`src/common/ocr_pkg.sv`:
```
// ocr_pkg: offsets, reset values and carrier types of the on-chip control register bank
// assumes an 8-bit core external data bus and an 8-bit host port
package ocr_pkg;
  localparam logic [7:0]  PAGE_RESET      = 8'h00;
  localparam logic [7:0]  BANK_PAGE       = 8'h7f;
  localparam logic [15:0] BANK_BASE       = 16'h7f00;
  localparam logic [7:0]  OFF_INT_SRC0    = 8'h00;
  localparam logic [7:0]  OFF_INT_MASK0   = 8'h01;
  localparam logic [7:0]  OFF_RSVD_TOP    = 8'hf0;
  localparam logic [7:0]  OFF_HOST_DATA   = 8'hf1;
  localparam logic [7:0]  OFF_HOST_STAT   = 8'hf2;
  localparam logic [7:0]  OFF_WAKE_TMR    = 8'hf3;
  localparam logic [7:0]  OFF_CONFIG0     = 8'hf4;
  localparam logic [7:0]  OFF_CLK_CTRL    = 8'hf5;
  localparam logic [7:0]  OFF_CLK_IDX_LO  = 8'hf6;
  localparam logic [7:0]  OFF_CLK_VAL_LO  = 8'hf7;
  localparam logic [7:0]  OFF_CLK_IDX_HI  = 8'hf8;
  localparam logic [7:0]  OFF_CLK_VAL_HI  = 8'hf9;
  localparam logic [7:0]  OFF_AUX_DATA    = 8'hfa;
  localparam logic [7:0]  OFF_A20_GATE    = 8'hfb;
  localparam logic [7:0]  OFF_BOOT_CFG    = 8'hfc;
  localparam logic [7:0]  OFF_OBF_CTRL    = 8'hfd;
  localparam logic [7:0]  OFF_A20_SET     = 8'hfe;
  localparam logic [7:0]  OFF_A20_CLR     = 8'hff;
  localparam logic [7:0]  RST_ZERO        = 8'h00;
  localparam logic [7:0]  RST_CLK_CTRL    = 8'h80;
  localparam logic [7:0]  RST_A20_GATE    = 8'h01;
  // host port status and address line 20 gate bit positions
  localparam int          STAT_OBF        = 0;
  localparam int          STAT_IBF        = 1;
  localparam int          STAT_CMD        = 3;
  localparam int          STAT_AUX        = 5;
  localparam int          A20_BIT         = 0;

  typedef enum logic [2:0] {
    OCR_HS_DATA,
    OCR_HS_CMD,
    OCR_HS_CLK_IDX1,
    OCR_HS_CLK_VAL1,
    OCR_HS_CLK_IDX2,
    OCR_HS_CLK_VAL2
  } ocr_host_sel_t;

  typedef struct packed {
    logic       rd;
    logic       wr;
    logic       indirect;
    logic [7:0] low;
    logic [15:0] data_pointer_pair;
    logic [7:0] wdata;
  } ocr_core_req_t;

  typedef struct packed {
    logic          rd;
    logic          wr;
    ocr_host_sel_t sel;
    logic [7:0]    wdata;
  } ocr_host_req_t;
endpackage : ocr_pkg

```
`src/hw/ocr_regbank.sv`:
```
// ocr_regbank: on-chip control registers decoded in the core's external data page
// assumes core strobes are one-cycle pulses on sys_clk; host strobes come from pins
// Function
// - registers live outside the core, decoded in external data space.
// - core reads or writes every register except the host-only clock pairs, according to its access type.
// - some registers are also reachable from the system host port.
// - core address is base 7F00 plus one-byte offset, one page.
// - indirect moves put page select on upper address byte, reset zero.
`timescale 1ns/1ns
module ocr_regbank
  import ocr_pkg::*;
(
  // clock and reset
  input  wire logic          sys_clk,
  input  wire logic          resetn,
  input  wire logic          clkEn,
  // core external data bus
  input  wire ocr_core_req_t coreReq,
  input  wire logic          pageWr,
  input  wire logic [7:0]    pageWdata,
  output logic [7:0]         coreRdata,
  output logic [7:0]         externalPageSelect,
  // hardware events into interrupt source 0
  input  wire logic [7:0]    intEvent,
  // system host port (pins)
  input  wire ocr_host_req_t hostReq,
  output logic [7:0]         hostRdata,
  // register outputs steering the rest of the chip
  output logic [7:0]         intPending,
  output logic               addrLine20,
  output logic [7:0]         wakeTimer,
  output logic [7:0]         configurationZero,
  output logic [7:0]         clockCalendarControl,
  output logic [7:0]         bootRomConfiguration,
  output logic [7:0]         hostOutputFullControl
);

  logic [7:0]  interruptSource0;
  logic [7:0]  interruptMask0;
  logic [7:0]  hostWrittenDataIn;
  logic [7:0]  hostReadDataOut;
  logic [7:0]  hostPortStatus;
  logic [7:0]  clkIdxLo;
  logic [7:0]  clkValLo;
  logic [7:0]  clkIdxHi;
  logic [7:0]  clkValHi;
  logic [7:0]  a20Gate;
  logic [7:0]  hostClkIdx1;
  logic [7:0]  hostClkVal1;
  logic [7:0]  hostClkIdx2;
  logic [7:0]  hostClkVal2;
  logic [15:0] coreAddr;
  logic        bankHit;
  logic [7:0]  off;
  logic        cWr;
  logic        cRd;
  logic [2:0]  hWrSync;
  logic [2:0]  hRdSync;
  logic        hWrLevel;
  logic        hRdLevel;
  logic        hWrPulse;
  logic        hRdPulse;
  ocr_host_sel_t hSelSync [3];
  logic [7:0]    hDataSync [3];

  function automatic logic wrAt(input logic [7:0] o, input logic [7:0] target, input logic w);
    wrAt = w && (o == target);
  endfunction : wrAt

  // page select: a core-side register, driven out on indirect moves
  always_ff @(posedge sys_clk or negedge resetn) begin
    if (!resetn) begin
      externalPageSelect <= PAGE_RESET;
    end else if (clkEn && pageWr) begin
      externalPageSelect <= pageWdata;
    end
  end

  // indirect moves take the page as the high byte, else the data pointer
  assign coreAddr = coreReq.indirect ? {externalPageSelect, coreReq.low} : coreReq.data_pointer_pair;
  assign bankHit  = (coreAddr[15:8] == BANK_BASE[15:8]);
  assign off      = coreAddr[7:0];
  assign cWr      = clkEn && coreReq.wr && bankHit;
  assign cRd      = clkEn && coreReq.rd && bankHit;

  // host strobes cross from pins: three flops, act when the last two agree
  always_ff @(posedge sys_clk or negedge resetn) begin
    if (!resetn) begin
      hWrSync  <= 3'h0;
      hRdSync  <= 3'h0;
      hWrLevel <= 1'b0;
      hRdLevel <= 1'b0;
      hSelSync  <= '{default: OCR_HS_DATA};
      hDataSync <= '{default: RST_ZERO};
    end else if (clkEn) begin
      hWrSync <= {hWrSync[1:0], hostReq.wr};
      hRdSync <= {hRdSync[1:0], hostReq.rd};
      hSelSync  <= '{hostReq.sel, hSelSync[0], hSelSync[1]};
      hDataSync <= '{hostReq.wdata, hDataSync[0], hDataSync[1]};
      if (hWrSync[1] == hWrSync[2]) begin
        hWrLevel <= hWrSync[2];
      end
      if (hRdSync[1] == hRdSync[2]) begin
        hRdLevel <= hRdSync[2];
      end
    end
  end

  // select and data ride three flops too, so they line up with the strobe's action
  assign hWrPulse = clkEn && (hWrSync[1] == hWrSync[2]) && hWrSync[2] && !hWrLevel;
  assign hRdPulse = clkEn && (hRdSync[1] == hRdSync[2]) && hRdSync[2] && !hRdLevel;

  // interrupt source 0: event set beats a write-one clear
  always_ff @(posedge sys_clk or negedge resetn) begin
    if (!resetn) begin
      interruptSource0 <= RST_ZERO;
      interruptMask0   <= RST_ZERO;
    end else if (clkEn) begin
      if (wrAt(off, OFF_INT_SRC0, cWr)) begin
        interruptSource0 <= (interruptSource0 & ~coreReq.wdata) | intEvent;
      end else begin
        interruptSource0 <= interruptSource0 | intEvent;
      end
      if (wrAt(off, OFF_INT_MASK0, cWr)) begin
        interruptMask0 <= coreReq.wdata;
      end
    end
  end

  always_ff @(posedge sys_clk or negedge resetn) begin
    if (!resetn) begin
      intPending <= RST_ZERO;
    end else if (clkEn) begin
      intPending <= interruptSource0 & interruptMask0;
    end
  end

  // plain read/write control registers
  always_ff @(posedge sys_clk or negedge resetn) begin
    if (!resetn) begin
      wakeTimer             <= RST_ZERO;
      configurationZero     <= RST_ZERO;
      clockCalendarControl  <= RST_CLK_CTRL;
      clkIdxLo              <= RST_ZERO;
      clkValLo              <= RST_ZERO;
      clkIdxHi              <= RST_ZERO;
      clkValHi              <= RST_ZERO;
      bootRomConfiguration  <= RST_ZERO;
      hostOutputFullControl <= RST_ZERO;
    end else if (cWr) begin
      unique case (off)
        OFF_WAKE_TMR:   wakeTimer             <= coreReq.wdata;
        OFF_CONFIG0:    configurationZero     <= coreReq.wdata;
        OFF_CLK_CTRL:   clockCalendarControl  <= coreReq.wdata;
        OFF_CLK_IDX_LO: clkIdxLo              <= coreReq.wdata;
        OFF_CLK_VAL_LO: clkValLo              <= coreReq.wdata;
        OFF_CLK_IDX_HI: clkIdxHi              <= coreReq.wdata;
        OFF_CLK_VAL_HI: clkValHi              <= coreReq.wdata;
        OFF_BOOT_CFG:   bootRomConfiguration  <= coreReq.wdata;
        OFF_OBF_CTRL:   hostOutputFullControl <= coreReq.wdata;
        default: ; // read-only and unmapped offsets drop the write
      endcase
    end
  end

  // address line 20 gate: direct write plus set/clear strobes
  always_ff @(posedge sys_clk or negedge resetn) begin
    if (!resetn) begin
      a20Gate    <= RST_A20_GATE;
      addrLine20 <= RST_A20_GATE[A20_BIT];
    end else if (clkEn) begin
      if (wrAt(off, OFF_A20_GATE, cWr)) begin
        a20Gate <= coreReq.wdata;
      end else if (wrAt(off, OFF_A20_SET, cWr)) begin
        a20Gate[A20_BIT] <= 1'b1;
      end else if (wrAt(off, OFF_A20_CLR, cWr)) begin
        a20Gate[A20_BIT] <= 1'b0;
      end
      addrLine20 <= a20Gate[A20_BIT];
    end
  end

  // host data path: flags set by one side, cleared by the other; set wins
  always_ff @(posedge sys_clk or negedge resetn) begin
    if (!resetn) begin
      hostWrittenDataIn <= RST_ZERO;
      hostReadDataOut   <= RST_ZERO;
      hostPortStatus    <= RST_ZERO;
    end else if (clkEn) begin
      if (wrAt(off, OFF_HOST_STAT, cWr)) begin
        hostPortStatus <= coreReq.wdata;
      end else if (cRd && off == OFF_HOST_DATA) begin
        hostPortStatus[STAT_IBF] <= 1'b0;
      end
      if (hRdPulse && hSelSync[2] == OCR_HS_DATA && !wrAt(off, OFF_HOST_DATA, cWr)
          && !wrAt(off, OFF_AUX_DATA, cWr)) begin
        hostPortStatus[STAT_OBF] <= 1'b0;
      end
      if (hWrPulse && (hSelSync[2] == OCR_HS_DATA || hSelSync[2] == OCR_HS_CMD)) begin
        hostWrittenDataIn        <= hDataSync[2];
        hostPortStatus[STAT_IBF] <= 1'b1;
        hostPortStatus[STAT_CMD] <= (hSelSync[2] == OCR_HS_CMD);
      end
      if (wrAt(off, OFF_HOST_DATA, cWr) || wrAt(off, OFF_AUX_DATA, cWr)) begin
        hostReadDataOut          <= coreReq.wdata;
        hostPortStatus[STAT_OBF] <= 1'b1;
        hostPortStatus[STAT_AUX] <= (off == OFF_AUX_DATA);
      end
    end
  end

  // host-only clock index/value pairs
  always_ff @(posedge sys_clk or negedge resetn) begin
    if (!resetn) begin
      hostClkIdx1 <= RST_ZERO;
      hostClkVal1 <= RST_ZERO;
      hostClkIdx2 <= RST_ZERO;
      hostClkVal2 <= RST_ZERO;
    end else if (hWrPulse) begin
      unique case (hSelSync[2])
        OCR_HS_CLK_IDX1: hostClkIdx1 <= hDataSync[2];
        OCR_HS_CLK_VAL1: hostClkVal1 <= hDataSync[2];
        OCR_HS_CLK_IDX2: hostClkIdx2 <= hDataSync[2];
        OCR_HS_CLK_VAL2: hostClkVal2 <= hDataSync[2];
        default: ;
      endcase
    end
  end

  // host read data, held until the next host read
  always_ff @(posedge sys_clk or negedge resetn) begin
    if (!resetn) begin
      hostRdata <= RST_ZERO;
    end else if (hRdPulse) begin
      unique case (hSelSync[2])
        OCR_HS_DATA:     hostRdata <= hostReadDataOut;
        OCR_HS_CMD:      hostRdata <= hostPortStatus;
        OCR_HS_CLK_IDX1: hostRdata <= hostClkIdx1;
        OCR_HS_CLK_VAL1: hostRdata <= hostClkVal1;
        OCR_HS_CLK_IDX2: hostRdata <= hostClkIdx2;
        OCR_HS_CLK_VAL2: hostRdata <= hostClkVal2;
        default:         hostRdata <= RST_ZERO;
      endcase
    end
  end

  // core read data: one cycle after the strobe, held until the next read
  always_ff @(posedge sys_clk or negedge resetn) begin
    if (!resetn) begin
      coreRdata <= RST_ZERO;
    end else if (clkEn && coreReq.rd) begin
      if (!bankHit) begin
        coreRdata <= RST_ZERO;
      end else begin
        unique case (off)
          OFF_INT_SRC0:   coreRdata <= interruptSource0;
          OFF_INT_MASK0:  coreRdata <= interruptMask0;
          OFF_HOST_DATA:  coreRdata <= hostWrittenDataIn;
          OFF_HOST_STAT:  coreRdata <= hostPortStatus;
          OFF_WAKE_TMR:   coreRdata <= wakeTimer;
          OFF_CONFIG0:    coreRdata <= configurationZero;
          OFF_CLK_CTRL:   coreRdata <= clockCalendarControl;
          OFF_CLK_IDX_LO: coreRdata <= clkIdxLo;
          OFF_CLK_VAL_LO: coreRdata <= clkValLo;
          OFF_CLK_IDX_HI: coreRdata <= clkIdxHi;
          OFF_CLK_VAL_HI: coreRdata <= clkValHi;
          OFF_A20_GATE:   coreRdata <= a20Gate;
          OFF_BOOT_CFG:   coreRdata <= bootRomConfiguration;
          OFF_OBF_CTRL:   coreRdata <= hostOutputFullControl;
          default:        coreRdata <= RST_ZERO; // write-only and gaps
        endcase
      end
    end
  end

  // checks
  chk_page_reset_zero: assert property (@(posedge sys_clk) $rose(resetn) |-> externalPageSelect == PAGE_RESET)
    else $error("page select not zero after reset");
  chk_offpage_read_zero: assert property (@(posedge sys_clk) disable iff (!resetn)
    clkEn && coreReq.rd && !bankHit |=> coreRdata == 8'h00)
    else $error("off-page read returned data");
  chk_indirect_page_use: assert property (@(posedge sys_clk) disable iff (!resetn)
    coreReq.indirect && externalPageSelect != BANK_PAGE |-> !bankHit)
    else $error("indirect access hit bank with wrong page");
  chk_mask_readback: assert property (@(posedge sys_clk) disable iff (!resetn)
    wrAt(off, OFF_INT_MASK0, cWr) ##1 (clkEn && coreReq.rd && bankHit && off == OFF_INT_MASK0)
    |=> coreRdata == $past(coreReq.wdata, 2))
    else $error("mask write not read back");
  chk_event_set_wins: assert property (@(posedge sys_clk) disable iff (!resetn)
    clkEn && intEvent[0] |=> interruptSource0[0])
    else $error("interrupt event lost");
  chk_a20_set_strobe: assert property (@(posedge sys_clk) disable iff (!resetn)
    wrAt(off, OFF_A20_SET, cWr) ##1 clkEn |=> addrLine20)
    else $error("set strobe did not raise line 20");
  chk_rsvd_write_ignored: assert property (@(posedge sys_clk) disable iff (!resetn)
    wrAt(off, OFF_RSVD_TOP, cWr) |=> $stable(configurationZero) && $stable(a20Gate))
    else $error("reserved write changed state");
  chk_host_write_ibf: assert property (@(posedge sys_clk) disable iff (!resetn)
    hWrPulse && hSelSync[2] == OCR_HS_DATA |=> hostPortStatus[STAT_IBF]
    && hostWrittenDataIn == $past(hDataSync[2]))
    else $error("host write not captured");
  chk_core_out_obf: assert property (@(posedge sys_clk) disable iff (!resetn)
    wrAt(off, OFF_HOST_DATA, cWr) |=> hostPortStatus[STAT_OBF])
    else $error("core data write did not set output full");
  cov_host_write: cover property (@(posedge sys_clk) disable iff (!resetn) hWrPulse);
  cov_indirect_hit: cover property (@(posedge sys_clk) disable iff (!resetn) cRd && coreReq.indirect);
  cov_a20_clear: cover property (@(posedge sys_clk) disable iff (!resetn) wrAt(off, OFF_A20_CLR, cWr));

endmodule : ocr_regbank

```
`config.mk`:
```
export PLATFORM = sky130hd
export DESIGN_NAME = ocr_regbank
export DESIGN_NICKNAME = d
export VERILOG_FILES = /design/src/common/ocr_pkg.sv /design/src/hw/ocr_regbank.sv
export SDC_FILE = /design/constraint.sdc
export NUM_CORES = 1
export LEC_CHECK = 0
export ABC_CLOCK_PERIOD_IN_PS = 2440
export BUFFER_PORTS_ARGS = -buffer_cell sky130_fd_sc_hd__buf_2
export CAP_MARGIN = 0
export CELL_PAD_IN_SITES_DETAIL_PLACEMENT = 1
export CELL_PAD_IN_SITES_GLOBAL_PLACEMENT = 1
export CORE_AREA = 2 2 163 165
export DETAILED_ROUTE_END_ITERATION = 8
export DIE_AREA = 0 0 165 167
export PLACE_DENSITY_LB_ADDON = 0.1
export SETUP_SLACK_MARGIN = 0.3
export SYNTH_ARGS = -nofsm -noshare
export SYNTH_HDL_FRONTEND = slang
export SYNTH_SLANG_ARGS = --single-unit
```
`constraint.sdc`:
```
create_clock -name sys_clk -period 2.44 [get_ports sys_clk]
set_input_delay 0.122 -clock sys_clk [delete_from_list [all_inputs] [get_ports sys_clk]]
set_output_delay 0.122 -clock sys_clk [all_outputs]
set_load 0.01 [all_outputs]
```
==> results of run 1 <==
final cells by class:
class | count | share of cell area [%]
well taps | 335 | 3.314
flip-flops and latches | 226 | 44.74
clock buffers | 42 | 6.251
multi-input cells | 508 | 33.37
inverters | 16 | 0.4748
clock inverters | 2 | 0.1682
repair buffers | 223 | 11.68
critical path, cell delays in order (launching register included):
cell and delay [ns]:
dfrtp_1 0.39, nand4b_1 0.22, nor3_2 0.17, o211ai_1 0.16
buf_12 0.20, nor3b_4 0.29, buf_12 0.17, mux2_2 0.33
layer usage:
metal / wire length [um] / part of all wire, % / vias to the layer above
met5: 0 / 0 / -
met4: 1099 / 3.5 / 0
met3: 1643 / 5.2 / 68
met2: 15470 / 49 / 241
met1: 13590 / 43 / 3894
li1: - / - / 3373
logic make-up (layout without fill, tap and decap cells):
kind of cell           Yosys count  after routing  share of synthesized area [%]
AO/OA/AOI/OAI                  158            158                          11.02
multiplexers                   202            202                          22.28
buffers and inverters           71            283                          3.255
flip-flops                     226            226                          55.56
AND/OR/NAND/NOR                148            148                          7.886
synth_stat cells, types with 4 or more instances:
library cell | n | area (um2)
nand4_1 | 4 | 25.02
nand2_1 | 52 | 195.2
a22oi_1 | 21 | 157.7
a221oi_1 | 13 | 113.9
nand3b_1 | 5 | 37.54
a222oi_1 | 11 | 110.1
clkbuf_1 | 27 | 101.4
mux2_2 | 187 | 2106
buf_2 | 12 | 60.06
a31oi_1 | 8 | 50.05
nand3_1 | 17 | 85.08
a21oi_1 | 19 | 95.09
buf_1 | 6 | 22.52
and2_1 | 7 | 43.79
nand2b_1 | 7 | 43.79
buf_4 | 5 | 37.54
buf_6 | 4 | 45.04
o21ai_0 | 39 | 195.2
a22o_1 | 23 | 201.4
and3_1 | 11 | 68.82
o211ai_1 | 5 | 37.54
inv_1 | 15 | 56.30
nor2_1 | 14 | 52.55
nor2b_1 | 7 | 43.79
mux2i_1 | 13 | 130.1
dfrtp_1 | 223 | 5580
power by group:
group | leakage (nW) | switching [mW] | internal, mW | total (mW)
combinational | 2.68 | 0.572 | 0.569 | 1.14
sequential | 2.97 | 0.310 | 4.16 | 4.47
clock | 0.398 | 1.49 | 2.19 | 3.69
cells in the final DEF (no fill, tap or decap), types with 19 or more instances in the layout:
cell             n
o21ai_0         39
a22o_1          23
dfrtp_1        223
clkbuf_16       26
dlygate4sd3_1   31
a21oi_1         19
nand2_1         50
mux2_2         187
a22oi_1         21
buf_2          139
buf_4           46
stage by stage:
stage	power, mW	cells	cell area (um2)	setup slack [ns]	utilization [%]
5_1_grt	9.755	1352	12650	0.3119	49.10
3_3_place_gp	5.576	1274	11470	0.1382	44.54
3_5_place_dp	5.660	1274	11470	0.1179	44.54
4_1_cts	9.427	1351	12620	0.2850	49.00
2_1_floorplan	5.090	805	10190	0.3770	-
6_report	9.302	1352	12650	0.3867	49.10
worst paths after layout:
check | start | to | slack, ns | cells after the start
worst max-delay path | externalPageSelect[7] | hostReadDataOut[6] | 0.39 | 7
worst min-delay path | coreReq[2] | interruptSource0[2] | 0.06 | 3
worst max register to register | externalPageSelect[7] | hostReadDataOut[6] | 0.39 | 7
worst min register to register | hostRdata[6] | hostRdata[6] | 0.47 | 2
max in group asynchronous | resetn | clockCalendarControl[7] | 1.51 | 3
min in group asynchronous | resetn | hostRdata[4] | 0.10 | 2
repair_timing:
action	CTS	global route
hold buffers	31	0
pin swaps	1	4
buffers inserted	2	1
gates cloned	0	0
hold endpoints to repair	195	0
resized for setup	4	5
setup endpoints to repair	39	67
==> impl_summary.log, run 1 <==
[metrics] initial cell density of the core: between 30% and 40%
[metrics] Leak Pwr: roughly 6 nW
[metrics] number of buffers on the longest clock path: 3
[metrics] initial antenna violation count: 0
[metrics] count of input and output buffers: 140
[metrics] clock tree from TritonCTS: done
[metrics] number of flip-flops under the largest register name: 24
[metrics] Setup Viol. Count Final: 0
[metrics] number of vias in the routed layout: between 7,000 and 8,000
[metrics] area of the multi-input gates: between 4000 and 5000 um2
[metrics] total nets after synthesis: a little under 900
[metrics] maximum capacitance violations: 0
[metrics] drc violations: 0
[metrics] last weighted congestion value of the routability-driven placer: a little under 0.9
[metrics] Hold Vio Cnt, Final: 0
[metrics] sink count of the clock tree: roughly 230
[metrics] Crit path required time: around 2.9 ns
[metrics] Critical Path Start Type: flip-flop
[metrics] highest ir drop seen on vdd: about 520 uV
[metrics] max_slew headroom: 47.05%
[metrics] crit share post-route: between 80% and 90%
[metrics] full die area: roughly 28,000 um2
[metrics] remaining antenna violation count after routing: 0
[metrics] area used by sequential logic in the layout: between 5000 and 6000 um2
[metrics] worst hold margin: approximately 0.061 ns
[metrics] category of the worst setup path capture point: flip-flop
[metrics] shortest period the worst path allows: around 2 ns
[metrics] clock latency on the worst-skew pair: ~0.54 ns
[metrics] # H-tree levels: 1
[metrics] most instantiated flip-flop cell in the synthesis netlist: dfrtp_1
[metrics] layout net count: approximately 1,100
[metrics] filler instances: 2,683
[metrics] area of the mapped netlist: between 10,000 and 15,000 um2
[metrics] peak-usage layer in the global routing report: met2
[metrics] Area growth, synth to finish: 24.19%
[metrics] vias in the first global route: a little over 8,000
[metrics] GRT overflow: 0
[metrics] most flop-heavy register: hDataSync
[metrics] GR met2 Demand/Resource: 39.11%
[metrics] Warnings, synthesis: 0
[metrics] estimated wirelength of the detail-placed design: around 23 mm
[metrics] power density relative to cell area: approximately 740 nW/um2
[metrics] num ports: between 100 and 150
[metrics] met3 Resource Use GR: around 3.4%
[metrics] type of the tightest min-delay check: input pin to flip-flop
[metrics] flop and latch count out of synthesis: ~230
[metrics] top achievable clock speed: approximately 0.5 GHz
[metrics] pins over their slew limit: 0
[metrics] clk_skew: 0.01458 ns
[metrics] library cells used by synthesis: 57
[metrics] fraction of final layout cells sized beyond drive strength 1: ~42%
[metrics] data arrival time of the critical path: around 2.5 ns
[metrics] number of instances in the synthesized netlist: between 800 and 900
[metrics] overall die width: about 170 um
[metrics] first-pass GRT wire length: a little under 50 mm
[metrics] EDFF count, synth: 0
[metrics] pin count of the biggest net entering global routing: a little under 70
[metrics] worst-margin pin slew: around 0.79 ns
[metrics] clock tree root driver cell: clkbuf_16
[metrics] number of DRC violations after detailed-routing iteration 0: 564
[metrics] largest registers: hDataSync (24), hSelSync (9)
[metrics] ANT cells: 0
[metrics] Clock Pin Slew Worst Setup and Hold Paths: approximately 0.060 ns
[metrics] DR vias/cell: 5.604
[metrics] number of core rows: just under 60
[metrics] Post-Syn Area per Cell: roughly 13 um2
[metrics] average wire per standard cell: ~24 um
[metrics] clock buffers created by TritonCTS: 26
[metrics] Crit Path Category: flip-flop to flip-flop
[metrics] setup repair after global routing missed its margin: no
[metrics] Fin Setup TNS: 0 ns
[metrics] share of flip-flops with an asynchronous set or reset: 100.0%
[metrics] router iterations before antenna repair: 5
[metrics] overall global routing resource usage: 23.21%
[metrics] core area: between 20,000 and 30,000 um2
[metrics] height of the die: between 150 and 200 um
[metrics] DRT Wirelength: between 30 and 40 mm
[metrics] fraction of met1 tracks used by global routing: 30.64%
[metrics] outcome: finished clean
[metrics] critical path fanouts, max: 17
[metrics] sequential cell area fraction in the yosys report: between 50% and 60%
Note: power is estimated with default switching activity, not from simulation.
==> inputs of run 2 (changes only) <==
--- a/config.mk
+++ b/config.mk
@@ -5,14 +5,15 @@
 export SDC_FILE = /design/constraint.sdc
 export NUM_CORES = 1
 export LEC_CHECK = 0
-export ABC_CLOCK_PERIOD_IN_PS = 2440
+export ABC_AREA = 1
+export ABC_CLOCK_PERIOD_IN_PS = 1950
 export BUFFER_PORTS_ARGS = -buffer_cell sky130_fd_sc_hd__buf_2
 export CAP_MARGIN = 0
 export CELL_PAD_IN_SITES_DETAIL_PLACEMENT = 1
 export CELL_PAD_IN_SITES_GLOBAL_PLACEMENT = 1
-export CORE_AREA = 2 2 163 165
+export CORE_AREA = 2 2 166 168
 export DETAILED_ROUTE_END_ITERATION = 8
-export DIE_AREA = 0 0 165 167
+export DIE_AREA = 0 0 168 170
 export PLACE_DENSITY_LB_ADDON = 0.1
 export SETUP_SLACK_MARGIN = 0.3
 export SYNTH_ARGS = -nofsm -noshare
==> constraint.sdc (replaced) <==
create_clock -name sys_clk -period 1.95 [get_ports sys_clk]
set_input_delay 0.0975 -clock sys_clk [delete_from_list [all_inputs] [get_ports sys_clk]]
set_output_delay 0.0975 -clock sys_clk [all_outputs]
set_load 0.01 [all_outputs]
==> run 2 against run 1 <==
Compared with the run above: largest cell class unchanged; wire length is 9.9% higher; total power rose by 28%; clock-buffer cell count shrank 4; synthesized cell count increased by 58%; utilization increased by 1.4 points; critical path depth rose by 3; area after synthesis grew 3.7%.
==> impl_summary.log, run 2 <==
[metrics] EDFF count, synth: 0
[metrics] DRT Wirelength: ~35 mm
[metrics] outcome: finished clean
[metrics] Hold Vio Cnt, Final: 0
[metrics] share of the core filled with cells in the final layout: between 50 and 60%
[metrics] area of the multi-input gates: 4372 um2
[metrics] GRT overflow: 0
[metrics] data arrival time of the critical path: 2.13 ns
[metrics] Warnings, synthesis: 0
[metrics] Area contributors post-synth: dfrtp_1 53%, nand2_1 16%, o21ai_0 7.2%, nand3_1 5.5%, inv_1 3.1%
[metrics] power share of the combinational group: 11.5%
[metrics] most flop-heavy register: hDataSync
[metrics] category of the worst setup path capture point: flip-flop
[metrics] worst path buffer plus inverter count: 2
[metrics] Max stage delay cell, worst path: dfrtp_1
[metrics] clock group share of total power: a little over two fifths
[metrics] most common cell after layout, fill and taps aside: nand2_1
[metrics] max incr delay on CP: 0.37 ns
[metrics] clock buffers created by TritonCTS: 27
[metrics] average wire per standard cell: roughly 19 um
[metrics] cell with the most instances after synthesis: nand2_1
[metrics] library cells used by synthesis: 38
[metrics] setup repair after global routing missed its margin: yes
[metrics] fraction of final layout cells sized beyond drive strength 1: approximately 22%
[metrics] Switch Pwr: between 3 and 4 mW
[metrics] pins over their slew limit: 0
[metrics] number of buffers on the longest clock path: 3
[metrics] router iterations before antenna repair: 5
[metrics] worst-margin pin slew: a little over 0.7 ns
[metrics] Reg2Reg Launch Point: externalPageSelect[1]
[metrics] Post-Syn Area per Cell: around 8.3 um2
[metrics] worst r2r path cells: 10
[metrics] clock tree root driver cell: clkbuf_16
[metrics] layout net count: between 1,500 and 2,000
[metrics] height of the die: 170 um
[metrics] worst path cell trace: nand2_2 > nor2_2 > nand4_1 > nand2_2 > nand3_4 > clkinv_8 > buf_4 > nand3_4 > nand2_1 > o21ai_0
[metrics] overall global routing resource usage: 24.86%
[metrics] largest registers: hDataSync (24), hSelSync (9)
[metrics] area used by sequential logic in the layout: between 5000 and 6000 um2
[metrics] family of cells with the greatest summed delay on the critical path: simple AND/OR/NAND/NOR gates
[metrics] Leak Pwr: slightly below 7 nW
[metrics] sequential cell area fraction in the yosys report: a little over half
[metrics] number of DRC violations after detailed-routing iteration 0: 530
[metrics] count of input and output buffers: 140
[metrics] shortest period the worst path allows: approximately 1.7 ns
[metrics] filler instances: about 3,200
[metrics] sink count of the clock tree: between 200 and 250
[metrics] highest ir drop seen on vdd: 671.2 uV
[metrics] Crit path required time: ~2.3 ns
[metrics] maximum capacitance violations: 0
[metrics] leading cell types in the layout, fill and taps excluded: 443 x nand2_1, 222 x dfrtp_1, 139 x o21ai_0, 139 x buf_2, 113 x nand3_1
[metrics] num ports: between 100 and 150
[metrics] type of the tightest min-delay check: input pin to asynchronous set/reset pin
[metrics] core area: 26,650 um2
[metrics] top achievable clock speed: 0.5757 GHz
[metrics] clock tree from TritonCTS: done
[metrics] clock latency on the worst-skew pair: 0.54 ns
[metrics] overall die width: approximately 170 um
[metrics] critical path startpoint: externalPageSelect[1]
[metrics] max_slew headroom: between 50% and 60%
[metrics] Setup Viol. Count Final: 0
[metrics] pin count of the biggest net entering global routing: 58
[metrics] most instantiated cells after synthesis: 448 x nand2_1, 223 x dfrtp_1, 151 x o21ai_0
[metrics] power density relative to cell area: approximately 900 nW/um2
[metrics] number of instances in the synthesized netlist: ~1,300
[metrics] cell taking the most area after synthesis: dfrtp_1
[metrics] clk_skew: between 0.01 and 0.015 ns
[metrics] vias in the first global route: just under 10,000
[metrics] Critical Path Start Type: flip-flop
[metrics] area of the mapped netlist: around 11,000 um2
[metrics] total nets after synthesis: 1,340
[metrics] critical path fanouts, max: 10
[metrics] worst hold margin: 0.04872 ns
[metrics] full die area: approximately 29,000 um2
[metrics] initial cell density of the core: about two fifths
[metrics] DR vias/cell: 5.160
[metrics] number of flip-flops under the largest register name: 24
[metrics] share of flip-flops with an asynchronous set or reset: between 90% and 100%
[metrics] switching portion of total power: between 20% and 30%
[metrics] number of core rows: 60
[metrics] most instantiated flip-flop cell in the synthesis netlist: dfrtp_1
[metrics] last weighted congestion value of the routability-driven placer: ~0.82
[metrics] register share of total power: between 40 and 50%
[metrics] area share of the largest cell type after synthesis: between 50% and 60%
[metrics] initial antenna violation count: 1
[metrics] number of vias in the routed layout: 9,571
[metrics] crit share post-route: between 80 and 90%
[metrics] Area growth, synth to finish: 27.56%
[metrics] Clock Pin Slew Worst Setup and Hold Paths: around 0.06 ns
[metrics] estimated wirelength of the detail-placed design: 23.49 mm
[metrics] remaining antenna violation count after routing: 0
[metrics] internal power component: between 8 and 9 mW
[metrics] FF-to-FF End: clkIdxHi[7]
[metrics] drc violations: 0
[metrics] # H-tree levels: 1
[metrics] setup slack on the worst flop-to-flop path: 0.21 ns
[metrics] first-pass GRT wire length: about 56 mm
[metrics] flop and latch count out of synthesis: between 200 and 250
[metrics] Crit Path Category: flip-flop to flip-flop
==> run 2: changes by cell type after synthesis, moves of 11 or more <==
cell      change
a222oi_1     -11
a22o_1       -23
a22oi_1      -19
and3_1       -11
inv_1        +73
mux2_2      -179
mux2i_1      -13
nand2_1     +396
nand2_2      +14
nand3_1     +100
nor2_1       +29
o21ai_0     +112
o21ai_1      +29
==> run 2: power groups by stage <==
stage	registers [mW]	clock network (mW)	logic, mW
after global routing	5.36	5.48	1.54
after global placement	5.39	0	1.22
after floorplan	5.36	0	0.623
after CTS	5.31	5.28	1.35
after detailed placement	5.39	0	1.25
final	5.32	5.19	1.36
==> run 2: metrics by stage <==
| stage | power, mW | cells | area (um2) | setup WS [ns] | TNS [ns] |
|---|---|---|---|---|---|
| 3_5_place_dp | 6.643 | 1742 | 11810 | -0.01043 | -0.01553 |
| 2_1_floorplan | 5.986 | 1272 | 10570 | 0.3057 | 0 |
| 4_1_cts | 11.95 | 1842 | 13300 | 0.2471 | 0 |
| 5_1_grt | 12.39 | 1855 | 13470 | 0.1310 | 0 |
| 6_report | 11.87 | 1855 | 13470 | 0.2130 | 0 |
| 3_3_place_gp | 6.602 | 1742 | 11810 | 0.06622 | 0 |
==> run 2: repair_timing <==
item                                    4_1_cts  5_1_grt
cloned                                        4        2
hold buffers                                 40        0
endpoints found under the hold margin       264        0
buffers inserted                              8       10
endpoints found under the setup margin      109      151
resized for setup                            26       29
pin swaps                                     7       18
==> run 2: how the worst max path moves through the flow <==
stage | cells past startpoint | end
floorplan | 11 | wakeTimer[6]
global placement | 12 | hostPortStatus[0]
detailed placement | 15 | coreRdata[4]
CTS | 10 | hostPortStatus[3]
global route | 10 | clkIdxHi[1]
finish | 10 | clkIdxHi[7]
==> run 2: final cells by class <==
type | count | area share, %
clock buffer | 38 | 5.768
timing repair buffer | 244 | 12.62
timing repair inverter | 1 | 0.08360
tap | 341 | 3.167
antenna | 1 | 0.01858
multi-input combinational | 896 | 32.45
sequential | 226 | 42.02
inverter | 98 | 2.870
clock inverter | 10 | 0.9939
==> run 2: metal layers <==
layer,track usage (%),vias up,routed length (um)
li1,-,4581,-
met1,33.29,4754,15680
met2,42.96,178,17260
met3,2.930,58,1146
met4,6.541,0,865
met5,0,-,0
==> run 2: logic make-up (layout without fill, tap and decap cells) <==
kind of cell    after synthesis  after routing  share of synthesized area (%)
simple gates                672            675                          28.41
buf+inv                     154            391                          6.481
other cells                   0              1                              0
flops                       226            226                          53.59
compound gates              212            213                          10.66
mux                           8              8                         0.8531
==> inputs of run 3 (changes only) <==
--- a/config.mk
+++ b/config.mk
@@ -14,6 +14,7 @@
 export CORE_AREA = 2 2 166 168
 export DETAILED_ROUTE_END_ITERATION = 8
 export DIE_AREA = 0 0 168 170
+export MAX_ROUTING_LAYER = met4
 export PLACE_DENSITY_LB_ADDON = 0.1
 export SETUP_SLACK_MARGIN = 0.3
 export SYNTH_ARGS = -nofsm -noshare
==> run 3 against run 2 <==
Compared with the run above: fmax is 0.79% higher; critical path depth stayed put; total power hardly changed; sequential share of layout area stayed put; via count is 0.41% higher; die area stayed put; largest cell class unchanged; largest power group unchanged.
==> impl_summary.log, run 3 (synthesis results as in run 2) <==
[metrics] worst setup slack after placement: -0.01043 ns
[metrics] final cell count without fillers: about 1,900
[metrics] overall power of the completed layout: 11.87 mW
[metrics] pin count of the biggest net entering global routing: just under 60
[metrics] category of the worst setup path capture point: flip-flop
[metrics] number of vias in the routed layout: slightly below 10,000
[metrics] worst path cell trace: nand2_2 > nor2_2 > nand4_1 > nand2_2 > nand3_4 > clkinv_8 > buf_4 > nand3_4 > nand2_1 > o21ai_0
[metrics] Critical Path Start Type: flip-flop
[metrics] core area: between 20,000 and 30,000 um2
[metrics] height of the die: between 150 and 200 um
[metrics] Area growth, synth to finish: 27.56%
[metrics] drc violations: 0
[metrics] DR vias/cell: about 5.2
[metrics] # H-tree levels: 1
[metrics] Clock Pin Slew Worst Setup and Hold Paths: roughly 0.06 ns
[metrics] number of core rows: 60
[metrics] largest registers: hDataSync (24), hSelSync (9)
[metrics] overall global routing resource usage: between 20% and 30%
[metrics] most common cell after layout, fill and taps aside: nand2_1
[metrics] vias in the first global route: 9,921
[metrics] maximum capacitance violations: 0
[metrics] max_slew headroom: 53.43%
[metrics] slack of the critical path: 0.2266 ns
[metrics] highest ir drop seen on vdd: around 670 uV
[metrics] Crit path required time: roughly 2.3 ns
[metrics] number of flip-flops under the largest register name: 24
[metrics] clock buffers created by TritonCTS: 27
[metrics] remaining antenna violation count after routing: 0
[metrics] pins over their slew limit: 0
[metrics] router iterations before antenna repair: 5
[metrics] GRT overflow: 0
[metrics] placed instance count: 1,742
[metrics] fraction of final layout cells sized beyond drive strength 1: 22.34%
[metrics] shortest period the worst path allows: between 1.5 and 2 ns
[metrics] max incr delay on CP: 0.37 ns
[metrics] number of buffers on the longest clock path: 3
[metrics] type of the tightest min-delay check: input pin to asynchronous set/reset pin
[metrics] first-pass GRT wire length: 55.86 mm
[metrics] Setup Viol. Count Final: 0
[metrics] power density relative to cell area: slightly below 900 nW/um2
[metrics] Leak Pwr: between 6 and 7 nW
[metrics] top achievable clock speed: roughly 0.58 GHz
[metrics] data arrival time of the critical path: around 2.1 ns
[metrics] clock tree root driver cell: clkbuf_16
[metrics] worst hold margin: about 0.047 ns
[metrics] leading cell types in the layout, fill and taps excluded: 443 x nand2_1, 222 x dfrtp_1, 139 x o21ai_0, 139 x buf_2, 113 x nand3_1
[metrics] Max stage delay cell, worst path: dfrtp_1
[metrics] sink count of the clock tree: between 200 and 250
[metrics] clk_skew: between 0.01 and 0.015 ns
[metrics] initial cell density of the core: between 30% and 40%
[metrics] number of DRC violations after detailed-routing iteration 0: approximately 540
[metrics] outcome: finished clean
[metrics] overall die width: roughly 170 um
[metrics] setup repair after global routing missed its margin: yes
[metrics] filler instances: approximately 3,200
[metrics] worst-margin pin slew: about 0.7 ns
[metrics] Crit Path Category: flip-flop to flip-flop
[metrics] critical path fanouts, max: 10
[metrics] estimated wirelength of the detail-placed design: ~23 mm
[metrics] crit share post-route: about nine tenths
[metrics] average wire per standard cell: ~19 um
[metrics] num ports: around 140
[metrics] count of input and output buffers: between 100 and 150
[metrics] worst r2r path cells: 10
[metrics] Fin Setup TNS: 0 ns
[metrics] Hold Vio Cnt, Final: 0
[metrics] last weighted congestion value of the routability-driven placer: between 0.8 and 0.9
[metrics] layout net count: around 1,600
[metrics] DRT Wirelength: about 35 mm
[metrics] most flop-heavy register: hDataSync
[metrics] full die area: between 20,000 and 30,000 um2
[metrics] initial antenna violation count: 1
[metrics] clock latency on the worst-skew pair: between 0.5 and 0.6 ns
[metrics] clock tree from TritonCTS: done
-- run 3: cell type report --
type / instances / area, um2 / share of cell area, %
clock buffer: 38 / 777.0 / 5.768
tap: 341 / 426.7 / 3.167
multi-input combinational: 896 / 4372 / 32.45
inverter: 98 / 386.6 / 2.870
sequential: 226 / 5660 / 42.02
timing repair buffer: 244 / 1700 / 12.62
clock inverter: 10 / 133.9 / 0.9939
timing repair inverter: 1 / 11.26 / 0.08360
antenna: 1 / 2.502 / 0.01858
-- run 3: metal layers --
metal  wire length, um  global-route usage [%]
met5                 0                       -
met4               902                   6.541
met3              1000                   2.930
met2             17190                   43.07
met1             15740                   33.23
-- run 3: final timing paths --
path / from / endpoint / slack, ns
setup reg to reg: externalPageSelect[1] / clkIdxHi[7] / 0.23
hold reg to reg: addrLine20 / addrLine20 / 0.47
min in group sys_clk: coreReq[34] / coreRdata[0] / 0.08
setup / recovery: externalPageSelect[1] / clkIdxHi[7] / 0.23
hold / removal: resetn / bootRomConfiguration[2] / 0.05
max in group asynchronous: resetn / hostClkVal2[7] / 1.24
-- run 3: timing repair --
action,in CTS,in global routing
resized for setup,26,29
endpoints found under the setup margin,109,151
cloned,4,2
hold buffers,40,0
pin swaps,7,18
endpoints found under the hold margin,264,0
setup buffers,8,10
-- run 3: where the power goes --
part           internal, mW  switching (mW)
clock network          3.16            2.04
logic                 0.518           0.842
registers              5.07           0.244
total                  8.75            3.12
-- run 3: metrics by stage --
| step | instance area (um2) | utilization [%] |
|---|---|---|
| after global placement | 11810 | 44.31 |
| final | 13470 | 50.54 |
| after global routing | 13470 | 50.54 |
| after CTS | 13300 | 49.90 |
| after floorplan | 10570 | - |
| after detailed placement | 11810 | 44.31 |
-- run 3: worst max-delay path: cells and delay by family (launching register included) --
kind	cells	cell delay [ns]
AOI/OAI and AO/OA	1	0.08
and+or+nand+nor	7	0.83
DFF	1	0.37
buffers and inverters	2	0.30
